<file path="src/logic/mirq_defines.svh">
// Purpose: Offsets, field positions, reset values and timing counts of the MAC
//          interrupt, management and filter register bank.
// Assumes: 8-bit word-aligned byte addresses, 100 MHz system clock.
// Notes:   Definitions only.
`ifndef MIRQ_DEFINES_SVH
`define MIRQ_DEFINES_SVH
// Register byte offsets
`define MIRQ_OFS_STATUS 8'h00
`define MIRQ_OFS_IEN 8'h04
`define MIRQ_OFS_IDIS 8'h08
`define MIRQ_OFS_IMASK 8'h0C
`define MIRQ_OFS_MAN 8'h10
`define MIRQ_OFS_PAUSE 8'h14
`define MIRQ_OFS_HASH_LO 8'h18
`define MIRQ_OFS_HASH_HI 8'h1C
`define MIRQ_OFS_SA1_LO 8'h20
`define MIRQ_OFS_MSTAT 8'h24
// Interrupt vector layout
`define MIRQ_IRQ_W 14
`define MIRQ_IRQ_VALID 14'h3CFF
`define MIRQ_IRQ_EXT 14'h1CFE
`define MIRQ_IRQ_MGMT 0
`define MIRQ_IRQ_PTZ 13
`define MIRQ_RST_MASK 14'h3CFF
// Management status bits
`define MIRQ_MSTAT_LEVEL 1
`define MIRQ_MSTAT_IDLE 2
// Management frame codes
`define MIRQ_SOF_OK 2'h1
`define MIRQ_OP_READ 2'h2
`define MIRQ_OP_WRITE 2'h1
`define MIRQ_MDIO_BITS 7'h40
`define MIRQ_MDIO_TA_BIT 7'h2E
`define MIRQ_MDIO_DATA_BIT 7'h30
// Timing
`define MIRQ_CLK_PERIOD_NS 10
`define MIRQ_BIT_TIME_NS 10
`define MIRQ_PAUSE_QUANTUM_BITS 512
`define MIRQ_QUANTUM_CLKS ((`MIRQ_PAUSE_QUANTUM_BITS * `MIRQ_BIT_TIME_NS) / `MIRQ_CLK_PERIOD_NS)
`define MIRQ_MDC_HALF_NS 200
`define MIRQ_MDC_HALF_CLKS ((`MIRQ_MDC_HALF_NS + `MIRQ_CLK_PERIOD_NS - 1) / `MIRQ_CLK_PERIOD_NS)
`endif

</file>
<file path="src/logic/mirq_pkg.sv">
// Purpose: Types shared by the register bank and its management shifter.
// Assumes: Nothing beyond the defines header.
// Notes:   Field order of the frame struct is the register bit order.
package mirq_pkg;
   // Management frame word as stored and shifted
   typedef struct packed {
      logic [1:0] sof;
      logic [1:0] op;
      logic [4:0] phy_select_field;
      logic [4:0] phy_register_field;
      logic [1:0] ta;
      logic [15:0] data;
   } mirq_man_s;

   // Management shifter states
   typedef enum logic {MS_IDLE, MS_RUN} mirq_mst_e;
endpackage

</file>
<file path="src/logic/mirq_mdio.sv">
// Purpose: Serial management frame shifter with preamble, turnaround release
//          and read data capture.
// Assumes: Caller only starts it when idle and with a valid frame.
// Notes:   Output changes after the falling clock edge, input sampled at rising.
`include "mirq_defines.svh"
`timescale 1ns/100ps
`default_nettype none
module mirq_mdio #(
   parameter int HALF_CLKS = `MIRQ_MDC_HALF_CLKS
) (
   input wire logic clk,
   input wire logic nrst,
   input wire logic start,
   input wire mirq_pkg::mirq_man_s frame,
   output logic busy,
   output logic done,
   output logic [15:0] rd_data,
   output logic mdio_level,
   output logic mdc,
   output logic mdio_out,
   output logic mdio_oe_n,
   input wire logic mdio_in
);
   localparam int DW = $clog2(HALF_CLKS + 1);
   mirq_pkg::mirq_mst_e st_q, st_d;
   logic [DW-1:0] div_q, div_d;
   logic [6:0] bit_q, bit_d;
   logic [63:0] sh_q, sh_d;
   logic [15:0] rd_q, rd_d;
   logic mdc_q, mdc_d, out_q, out_d, oen_q, oen_d, done_q, done_d, rdop_q, rdop_d;
   logic s1_q, s2_q;

   // Next state: one bit per full management clock, preamble of ones first
   always_comb
   begin
      st_d = st_q;
      div_d = div_q;
      bit_d = bit_q;
      sh_d = sh_q;
      rd_d = rd_q;
      mdc_d = mdc_q;
      out_d = out_q;
      oen_d = oen_q;
      done_d = 1'b0;
      rdop_d = rdop_q;
      unique case (st_q)
         mirq_pkg::MS_IDLE:
            if (start)
            begin
               st_d = mirq_pkg::MS_RUN;
               sh_d = {32'hFFFFFFFF, frame};
               rdop_d = (frame.op == `MIRQ_OP_READ);
               bit_d = 7'h00;
               div_d = '0;
               mdc_d = 1'b0;
            end
         mirq_pkg::MS_RUN:
            if (div_q == DW'(HALF_CLKS - 1))
            begin
               div_d = '0;
               mdc_d = !mdc_q;
               if (mdc_q)
               begin
                  if (bit_q == `MIRQ_MDIO_BITS)
                  begin
                     st_d = mirq_pkg::MS_IDLE;
                     oen_d = 1'b1;
                     done_d = 1'b1;
                  end
                  else
                  begin
                     out_d = sh_q[63];
                     sh_d = {sh_q[62:0], 1'b0};
                     bit_d = bit_q + 7'h01;
                     // Release the pin from turnaround on for a read
                     oen_d = rdop_q && (bit_q >= `MIRQ_MDIO_TA_BIT);
                  end
               end
               else if (rdop_q && (bit_q > `MIRQ_MDIO_DATA_BIT))
                  rd_d = {rd_q[14:0], s2_q};
            end
            else
               div_d = div_q + DW'(1);
      endcase
   end

   // Registers; the pin input passes two flops before use
   always_ff @(posedge clk)
   begin
      if (!nrst)
      begin
         st_q <= mirq_pkg::MS_IDLE;
         div_q <= '0;
         bit_q <= 7'h00;
         sh_q <= 64'h0;
         rd_q <= 16'h0000;
         mdc_q <= 1'b0;
         out_q <= 1'b0;
         oen_q <= 1'b1;
         done_q <= 1'b0;
         rdop_q <= 1'b0;
         s1_q <= 1'b0;
         s2_q <= 1'b0;
      end
      else
      begin
         st_q <= st_d;
         div_q <= div_d;
         bit_q <= bit_d;
         sh_q <= sh_d;
         rd_q <= rd_d;
         mdc_q <= mdc_d;
         out_q <= out_d;
         oen_q <= oen_d;
         done_q <= done_d;
         rdop_q <= rdop_d;
         s1_q <= mdio_in;
         s2_q <= s1_q;
      end
   end

   assign busy = (st_q == mirq_pkg::MS_RUN);
   assign done = done_q;
   assign rd_data = rd_q;
   assign mdio_level = s2_q;
   assign mdc = mdc_q;
   assign mdio_out = out_q;
   assign mdio_oe_n = oen_q;
endmodule
`default_nettype wire

</file>
<file path="src/logic/mirq_regs.sv">
// Purpose: MAC interrupt enable/disable/mask, status, PHY management frame,
//          pause timer, hash filter and first specific address registers.
// Assumes: Event inputs come from logic on CLK; MDIO pin is asynchronous.
// Notes:   Status is cleared by its read, an event in that cycle still sets.
// How it works
// Enable register is write-only, one bit per source, bits 0-7 and 10-13.
// Disable register is write-only, same layout, each bit masks its source.
// Mask register is read-only and reports each source's current mask state.
// Ones written to enable unmask, to disable mask; zeros change nothing.
// Interrupt output high while any set status bit is unmasked.
// Management word: start, operation, PHY, register, turnaround, 16 data bits.
// Write data goes out to the PHY; read data from the PHY lands in data.
// Software writes turnaround as 10; the field reads back as written.
// Operation 10 reads, 01 writes, anything else makes the frame invalid.
// Software writes start-of-frame as 01 for the frame to be valid.
// Finished operation sets the management-done flag and shows the logic idle.
// Pause count is 16 bits and drops by one every 512 bit times.
// Pause count reaching zero sets a flag that a status read clears.
// Hash low register holds filter bits 31:0.
// Hash high register holds filter bits 63:32.
// Specific address low holds address bits 31:0, bit zero multicast flag.
`include "mirq_defines.svh"
`timescale 1ns/100ps
`default_nettype none
module mirq_regs #(
   parameter int QUANTUM_CLKS = `MIRQ_QUANTUM_CLKS,
   parameter int MDC_HALF_CLKS = `MIRQ_MDC_HALF_CLKS
) (
   input wire logic CLK,
   input wire logic NRST,
   input wire logic [7:0] ADDR,
   input wire logic [31:0] WDATA,
   input wire logic WR,
   input wire logic RD,
   output logic [31:0] RDATA,
   input wire logic [`MIRQ_IRQ_W-1:0] EVENT_IN,
   input wire logic PAUSE_LOAD,
   input wire logic [15:0] PAUSE_VALUE,
   output logic PAUSE_ACTIVE,
   output logic IRQ,
   output logic [63:0] HASH_FILTER,
   output logic [31:0] SPEC_ADDR_LOW,
   output logic MDC,
   input wire logic MDIO_IN,
   output logic MDIO_OUT,
   output logic MDIO_OE_N
);
   localparam logic [`MIRQ_IRQ_W-1:0] VALID = `MIRQ_IRQ_VALID;
   localparam int QW = $clog2(QUANTUM_CLKS + 1);

   function automatic logic hit(input logic [7:0] a, input logic [7:0] ofs);
      return a == ofs;
   endfunction

   // Only start 01 with operation 10 or 01 makes a frame worth sending
   function automatic logic frame_ok(input mirq_pkg::mirq_man_s f);
      return (f.sof == `MIRQ_SOF_OK) &&
         ((f.op == `MIRQ_OP_READ) || (f.op == `MIRQ_OP_WRITE));
   endfunction

   logic wr_en, wr_dis, wr_man, wr_pt, wr_hl, wr_hh, wr_sa, rd_st;
   logic [`MIRQ_IRQ_W-1:0] mask_q, mask_d, stat_q, stat_d, set_v;
   mirq_pkg::mirq_man_s man_q, man_d;
   logic [15:0] pause_q, pause_d;
   logic [QW-1:0] qcnt_q, qcnt_d;
   logic [31:0] hl_q, hl_d, hh_q, hh_d, sa_q, sa_d, rdata_q, rdata_d;
   logic inv_q, inv_d, tick, ptz_evt;
   logic mdio_start, mdio_busy, mdio_done, mdio_level;
   logic [15:0] mdio_rd;

   // Address decode of the strobes
   assign wr_en = WR && hit(ADDR, `MIRQ_OFS_IEN);
   assign wr_dis = WR && hit(ADDR, `MIRQ_OFS_IDIS);
   assign wr_man = WR && hit(ADDR, `MIRQ_OFS_MAN);
   assign wr_pt = WR && hit(ADDR, `MIRQ_OFS_PAUSE);
   assign wr_hl = WR && hit(ADDR, `MIRQ_OFS_HASH_LO);
   assign wr_hh = WR && hit(ADDR, `MIRQ_OFS_HASH_HI);
   assign wr_sa = WR && hit(ADDR, `MIRQ_OFS_SA1_LO);
   assign rd_st = RD && hit(ADDR, `MIRQ_OFS_STATUS);

   // Mask: a one means masked; unused bit positions never change
   always_comb
   begin
      mask_d = mask_q;
      if (wr_en)
         mask_d = mask_d & ~(WDATA[`MIRQ_IRQ_W-1:0] & VALID);
      if (wr_dis)
         mask_d = mask_d | (WDATA[`MIRQ_IRQ_W-1:0] & VALID);
   end

   // Status: read clears, but a same-cycle event wins over the clear
   always_comb
   begin
      set_v = EVENT_IN & `MIRQ_IRQ_EXT;
      set_v[`MIRQ_IRQ_MGMT] = mdio_done || inv_q;
      set_v[`MIRQ_IRQ_PTZ] = ptz_evt;
      stat_d = (rd_st ? '0 : stat_q) | set_v;
   end

   // Masking is on the stored bits so a masked source keeps its history
   assign IRQ = |(stat_q & ~mask_q);

   // Management word: writes while a frame runs are dropped to keep it stable
   always_comb
   begin
      man_d = man_q;
      inv_d = 1'b0;
      // Returned data first, so a write landing in the done cycle is kept whole
      if (mdio_done && (man_q.op == `MIRQ_OP_READ))
         man_d.data = mdio_rd;
      if (wr_man && !mdio_busy)
      begin
         man_d = mirq_pkg::mirq_man_s'(WDATA);
         inv_d = !frame_ok(mirq_pkg::mirq_man_s'(WDATA));
      end
   end
   assign mdio_start = wr_man && !mdio_busy && frame_ok(mirq_pkg::mirq_man_s'(WDATA));

   // Pause timer: software write beats a received pause load
   assign tick = (pause_q != 16'h0000) && (qcnt_q == QW'(QUANTUM_CLKS - 1));
   assign ptz_evt = tick && (pause_q == 16'h0001) && !wr_pt && !PAUSE_LOAD;
   always_comb
   begin
      pause_d = pause_q;
      qcnt_d = qcnt_q;
      if (wr_pt)
      begin
         pause_d = WDATA[15:0];
         qcnt_d = '0;
      end
      else if (PAUSE_LOAD)
      begin
         pause_d = PAUSE_VALUE;
         qcnt_d = '0;
      end
      else if (pause_q != 16'h0000)
      begin
         if (tick)
         begin
            pause_d = pause_q - 16'h0001;
            qcnt_d = '0;
         end
         else
            qcnt_d = qcnt_q + QW'(1);
      end
   end

   // Filter and address words are plain storage for the compare logic
   always_comb
   begin
      hl_d = wr_hl ? WDATA : hl_q;
      hh_d = wr_hh ? WDATA : hh_q;
      sa_d = wr_sa ? WDATA : sa_q;
   end

   // Read mux; write-only and unmapped words read zero
   always_comb
   begin
      rdata_d = 32'h00000000;
      if (RD)
      begin
         unique case (ADDR)
            `MIRQ_OFS_STATUS: rdata_d[`MIRQ_IRQ_W-1:0] = stat_q;
            `MIRQ_OFS_IMASK: rdata_d[`MIRQ_IRQ_W-1:0] = mask_q;
            `MIRQ_OFS_MAN: rdata_d = man_q;
            `MIRQ_OFS_PAUSE: rdata_d[15:0] = pause_q;
            `MIRQ_OFS_HASH_LO: rdata_d = hl_q;
            `MIRQ_OFS_HASH_HI: rdata_d = hh_q;
            `MIRQ_OFS_SA1_LO: rdata_d = sa_q;
            `MIRQ_OFS_MSTAT:
            begin
               rdata_d[`MIRQ_MSTAT_LEVEL] = mdio_level;
               rdata_d[`MIRQ_MSTAT_IDLE] = !mdio_busy;
            end
            default: rdata_d = 32'h00000000;
         endcase
      end
   end

   // All bank registers
   always_ff @(posedge CLK)
   begin
      if (!NRST)
      begin
         mask_q <= `MIRQ_RST_MASK;
         stat_q <= '0;
         man_q <= '0;
         inv_q <= 1'b0;
         pause_q <= 16'h0000;
         qcnt_q <= '0;
         hl_q <= 32'h00000000;
         hh_q <= 32'h00000000;
         sa_q <= 32'h00000000;
         rdata_q <= 32'h00000000;
      end
      else
      begin
         mask_q <= mask_d;
         stat_q <= stat_d;
         man_q <= man_d;
         inv_q <= inv_d;
         pause_q <= pause_d;
         qcnt_q <= qcnt_d;
         hl_q <= hl_d;
         hh_q <= hh_d;
         sa_q <= sa_d;
         rdata_q <= rdata_d;
      end
   end

   assign RDATA = rdata_q;
   assign PAUSE_ACTIVE = (pause_q != 16'h0000);
   assign HASH_FILTER = {hh_q, hl_q};
   assign SPEC_ADDR_LOW = sa_q;

   // Serial management shifter
   mirq_mdio #(
      .HALF_CLKS(MDC_HALF_CLKS)
   ) u_mdio (
      .clk(CLK),
      .nrst(NRST),
      .start(mdio_start),
      .frame(mirq_pkg::mirq_man_s'(WDATA)),
      .busy(mdio_busy),
      .done(mdio_done),
      .rd_data(mdio_rd),
      .mdio_level(mdio_level),
      .mdc(MDC),
      .mdio_out(MDIO_OUT),
      .mdio_oe_n(MDIO_OE_N),
      .mdio_in(MDIO_IN)
   );
endmodule
`default_nettype wire

</file>
<file path="config.mk">
export PLATFORM = sky130hd
export DESIGN_NAME = mirq_regs
export DESIGN_NICKNAME = d
export VERILOG_FILES = /design/src/logic/mirq_pkg.sv /design/src/logic/mirq_mdio.sv /design/src/logic/mirq_regs.sv
export VERILOG_INCLUDE_DIRS = /design/src /design/src/logic
export SDC_FILE = /design/constraint.sdc
export NUM_CORES = 1
export LEC_CHECK = 0
export ABC_AREA = 1
export BUFFER_PORTS_ARGS = -buffer_cell sky130_fd_sc_hd__buf_2
export CELL_PAD_IN_SITES_DETAIL_PLACEMENT = 1
export CELL_PAD_IN_SITES_GLOBAL_PLACEMENT = 1
export CORE_AREA = 2 2 196 198
export CTS_BUF_LIST = sky130_fd_sc_hd__clkbuf_8
export DETAILED_ROUTE_END_ITERATION = 8
export DIE_AREA = 0 0 198 200
export HOLD_SLACK_MARGIN = 0.12
export PLACE_DENSITY_LB_ADDON = 0.15
export SLEW_MARGIN = 25
export SYNTH_ARGS = -nofsm -noshare
export SYNTH_HDL_FRONTEND = slang
export SYNTH_SLANG_ARGS = --single-unit
export TNS_END_PERCENT = 5
</file>
<file path="constraint.sdc">
create_clock -name CLK -period 1.5 [get_ports CLK]
set_input_delay 0 -clock CLK [delete_from_list [all_inputs] [get_ports CLK]]
set_output_delay 0 -clock CLK [all_outputs]
set_load 0.01 [all_outputs]
</file>
==> flow_summary_export.csv <==
group,metric,value,unit
logic_synthesis,synth.yosys.seq_area_share,44.3,%
critical_path,r2r_end,"pause_q[4]",
critical_path,path_class,"reg2out",
logic_synthesis,yosys_warnings,0,
routing,routed_wl,58100,µm
clocking,htree_num_levels,2,
clocking,cts_tree,"built",
place,globalplace.congestion,0.932,
flow_run,max-cap-violations,0,
global_route,grt_usage,28.8,%
final_layout,areaGrowthSynthToFinish,40.3,%
clocking,cts_root_buf,"clkbuf_8",
critical_path,setup.worst_path.end_class,"output port",
sta,rsz0062_at_grt,"true",
floorplan,core,37400,µm²
floorplan,ioPinCount,209,
place,numPortBuffers,204,
logic_synthesis,synthMuxAreaShare,1.07,%
floorplan,die_area,39600,µm²
logic_synthesis,synth_top_family_by_area,"simple AND/OR/NAND/NOR gates",
critical_path,cp.required,1500,ps
clocking,numCtsBuffers,55,
sta,hold_viol,0,
logic_synthesis,synthFlopType,"dfxtp_1",
clocking,clk_latency,670,ps
critical_path,r2r_cells,9,
clocking,clkTransAtPathRegs,60,ps
critical_path,cp_slowest_cell,"dfxtp_2",
critical_path,crit_cells,7,
logic_synthesis,synth-xor-area-share,0.437,%
critical_path,start_kind,"register",
logic_synthesis,synth_nets,2084,
sta,worst_pin_slew,635,ps
run_status,status,"complete, but fails checks",
logic_synthesis,synthCells,2001,
critical_path,startpoint,"pause_q[5]",
final_layout,antenna_cells,0,
routing,post-route-drc-count,0,
final_layout,layoutNonFillerInstCount,3004,
sta,tns,-16170,ps
routing,drt_first_iter_violations,941,
pwr,p_total,18.1,mW
logic_synthesis,syn_area_per_cell,7.02,µm²
sta,setup_slack,-387,ps
floorplan,num_rows,71,
pwr,p_per_area,921,nW/µm²
final_layout,layout.nets,2534,
critical_path,crit_chain,"nor2_2 -> nand2_2 -> nor2_4 -> buf_6 -> nand4_1 -> buf_4 -> buf_6",
critical_path,r2r_start,"pause_q[12]",
sta,fin_hold_ws,77.4,ps
worst_hold_path,whs_path_depth,7,
final_layout,fillCellCount,4751,
global_route,grt_pass1_vias,15900,
worst_hold_path,min_from,"ADDR[7]",
place,dp_cells,2783,
worst_hold_path,min_path_type,"in2reg",
logic_synthesis,yosysUniqueCellTypes,38,
critical_path,path_buf_inv,3,
critical_path,max_stage_delay,330,ps
logic_synthesis,syn-cell-area,14000,µm²
floorplan,die_x,198,µm
sta,fin_worst_skew,34.2,ps
critical_path,crit_family,"simple AND/OR/NAND/NOR gates",
critical_path,cp_common_cell,"buf_6",
pwr,irDropWorstVdd,0.590,mV
critical_path,worstPathArrival,1890,ps
sta,finalMaxSlewViolations,0,
routing,routedWlPerCell,19.3,µm
logic_synthesis,async_reset_ff_share,0,%
global_route,grt_first_pass_wirelength,88700,µm
sta,min_period_over_period,126,%
worst_hold_path,min_to,"u_mdio.busy",
place,hpwlAfterDp,40300,µm
routing,vias,15700,
critical_path,cp_max_fo,2,
routing,ant_nets,0,
sta,slew_headroom,57.4,%
sta,clock.fmax,530,MHz
floorplan,initial_core_util,37.5,%
logic_synthesis,synth-edff-count,0,
run_status,failed_checks,"setup timing",
sta,setup_viol,113,
final_layout,final_cell_area,19700,µm²
logic_synthesis,synth_adder_area_share,0.624,%
pwr,p_leak,8.62,nW
global_route,overflow,0,
sta,post-route-min-period,1890,ps
routing,routed_via_density,5.23,
logic_synthesis,synth-simple-area-share,29.1,%
place,place_area,16900,µm²
critical_path,r2r_slack,-160,ps
clocking,clk_path_buf_depth,3,
logic_synthesis,synth_compound_area_share,16.2,%
global_route,grt_max_degree,58,
clocking,cts_sinks,311,
global_route,antenna_found_initial,1,
routing,firstDrtPassIters,5,
logic_synthesis,ys_seq_elements,311,
final_layout,drive_gt1_share,26.9,%
floorplan,die_y,200,µm
[report_power, final]
group / leakage, nW / switching (mW) / internal [mW]
clock network: 0.651 / 3.75 / 4.25
registers: 2.52 / 0.0752 / 8.34
logic: 5.45 / 0.992 / 0.730
total: 8.62 / 4.82 / 13.3
[state kept, by name (all words and copies together), names as in the netlist, 12 cells and up, named ones only]
name,cells
man_q,32
stat_q,12
SPEC_ADDR_LOW,32
hh_q,32
pause_q,16
RDATA,32
u_mdio.sh_q,64
u_mdio.rd_data,16
hl_q,32
[Yosys cell counts (18+ instances only)]
cell	instances	area, µm²
or2_2	35	219
o211ai_1	18	135
a21oi_1	158	791
buf_2	29	145
nand3_1	136	681
nor2_1	386	1450
inv_1	149	559
nor3_1	35	175
dfxtp_1	311	6230
clkbuf_1	64	240
o21ai_0	205	1030
nand2_1	318	1190
[worst min-delay path: stages]
cell,delay [ps]
buf_2,130
nor2_4,50
nand3_4,100
nor2_4,80
nand3_4,90
buf_4,150
a211oi_1,70
[layer usage]
metal | GRT usage, % | share of wire (%)
met1 | 38.2 | 45
met2 | 46.7 | 46
met3 | 5.78 | 6.1
met4 | 10.6 | 3.0
met5 | 0 | 0.022
[timing repair]
item | 4_1_cts | 5_1_grt
gates resized for setup | 88 | 96
setup endpoints to repair | 117 | 231
gates cloned | 3 | 0
hold buffers | 102 | 3
pin swaps | 16 | 14
hold endpoints to repair | 304 | 12
setup buffers | 12 | 8
[cells in the final DEF (no fill, tap or decap), types with 11 or more instances in the layout]
cell and count:
buf_12 26, nand3_1 130, nor2_4 17, nor3_1 33
o22ai_1 16, dlygate4sd3_1 95, inv_1 157, nor2_1 338
a22o_1 11, dfxtp_1 295, buf_4 171, or2_2 35
a21oi_1 152, o21ai_0 170, nor2_2 45, clkbuf_8 68
dfxtp_2 16, mux2i_1 15, buf_2 204, o211ai_1 18
o21ai_1 35, inv_2 16, nand4_1 17, nand2_1 310
buf_6 11
[metrics by stage]
| stage | utilization, % | worst slack, ps |
|---|---|---|
| floorplan | - | -33.2 |
| global placement | 45.2 | -178 |
| detailed placement | 45.2 | -190 |
| CTS | 52.0 | -447 |
| global route | 52.7 | -477 |
| finish | 52.7 | -387 |
[layout make-up]
class | count | area (µm²) | area share (%)
Clock buffer | 68 | 936 | 4.75
Clock inverter | 31 | 170 | 0.864
Inverter | 159 | 623 | 3.16
Multi-Input combinational cell | 1412 | 7090 | 36.0
Sequential cell | 311 | 6250 | 31.7
Tap cell | 511 | 639 | 3.25
Timing Repair Buffer | 512 | 3990 | 20.3
[cell families (layout without fill, tap and decap cells)]
group / count (synthesis) / in the layout
XOR/XNOR: 7 / 7
multiplexers: 15 / 15
flip-flops: 311 / 311
AO/OA/AOI/OAI: 426 / 426
adder cells (fa/ha/maj): 7 / 7
AND/OR/NAND/NOR: 957 / 957
buffers and inverters: 278 / 770
[worst max path at each step]
stage | to | slack (ps)
global route | PAUSE_ACTIVE | -480
CTS | PAUSE_ACTIVE | -450
global placement | RDATA[27] | -180
floorplan | u_mdio.rd_data[6] | -30
finish | PAUSE_ACTIVE | -390
detailed placement | u_mdio.sh_q[63] | -190
Note: power is estimated with default switching activity, not from simulation.
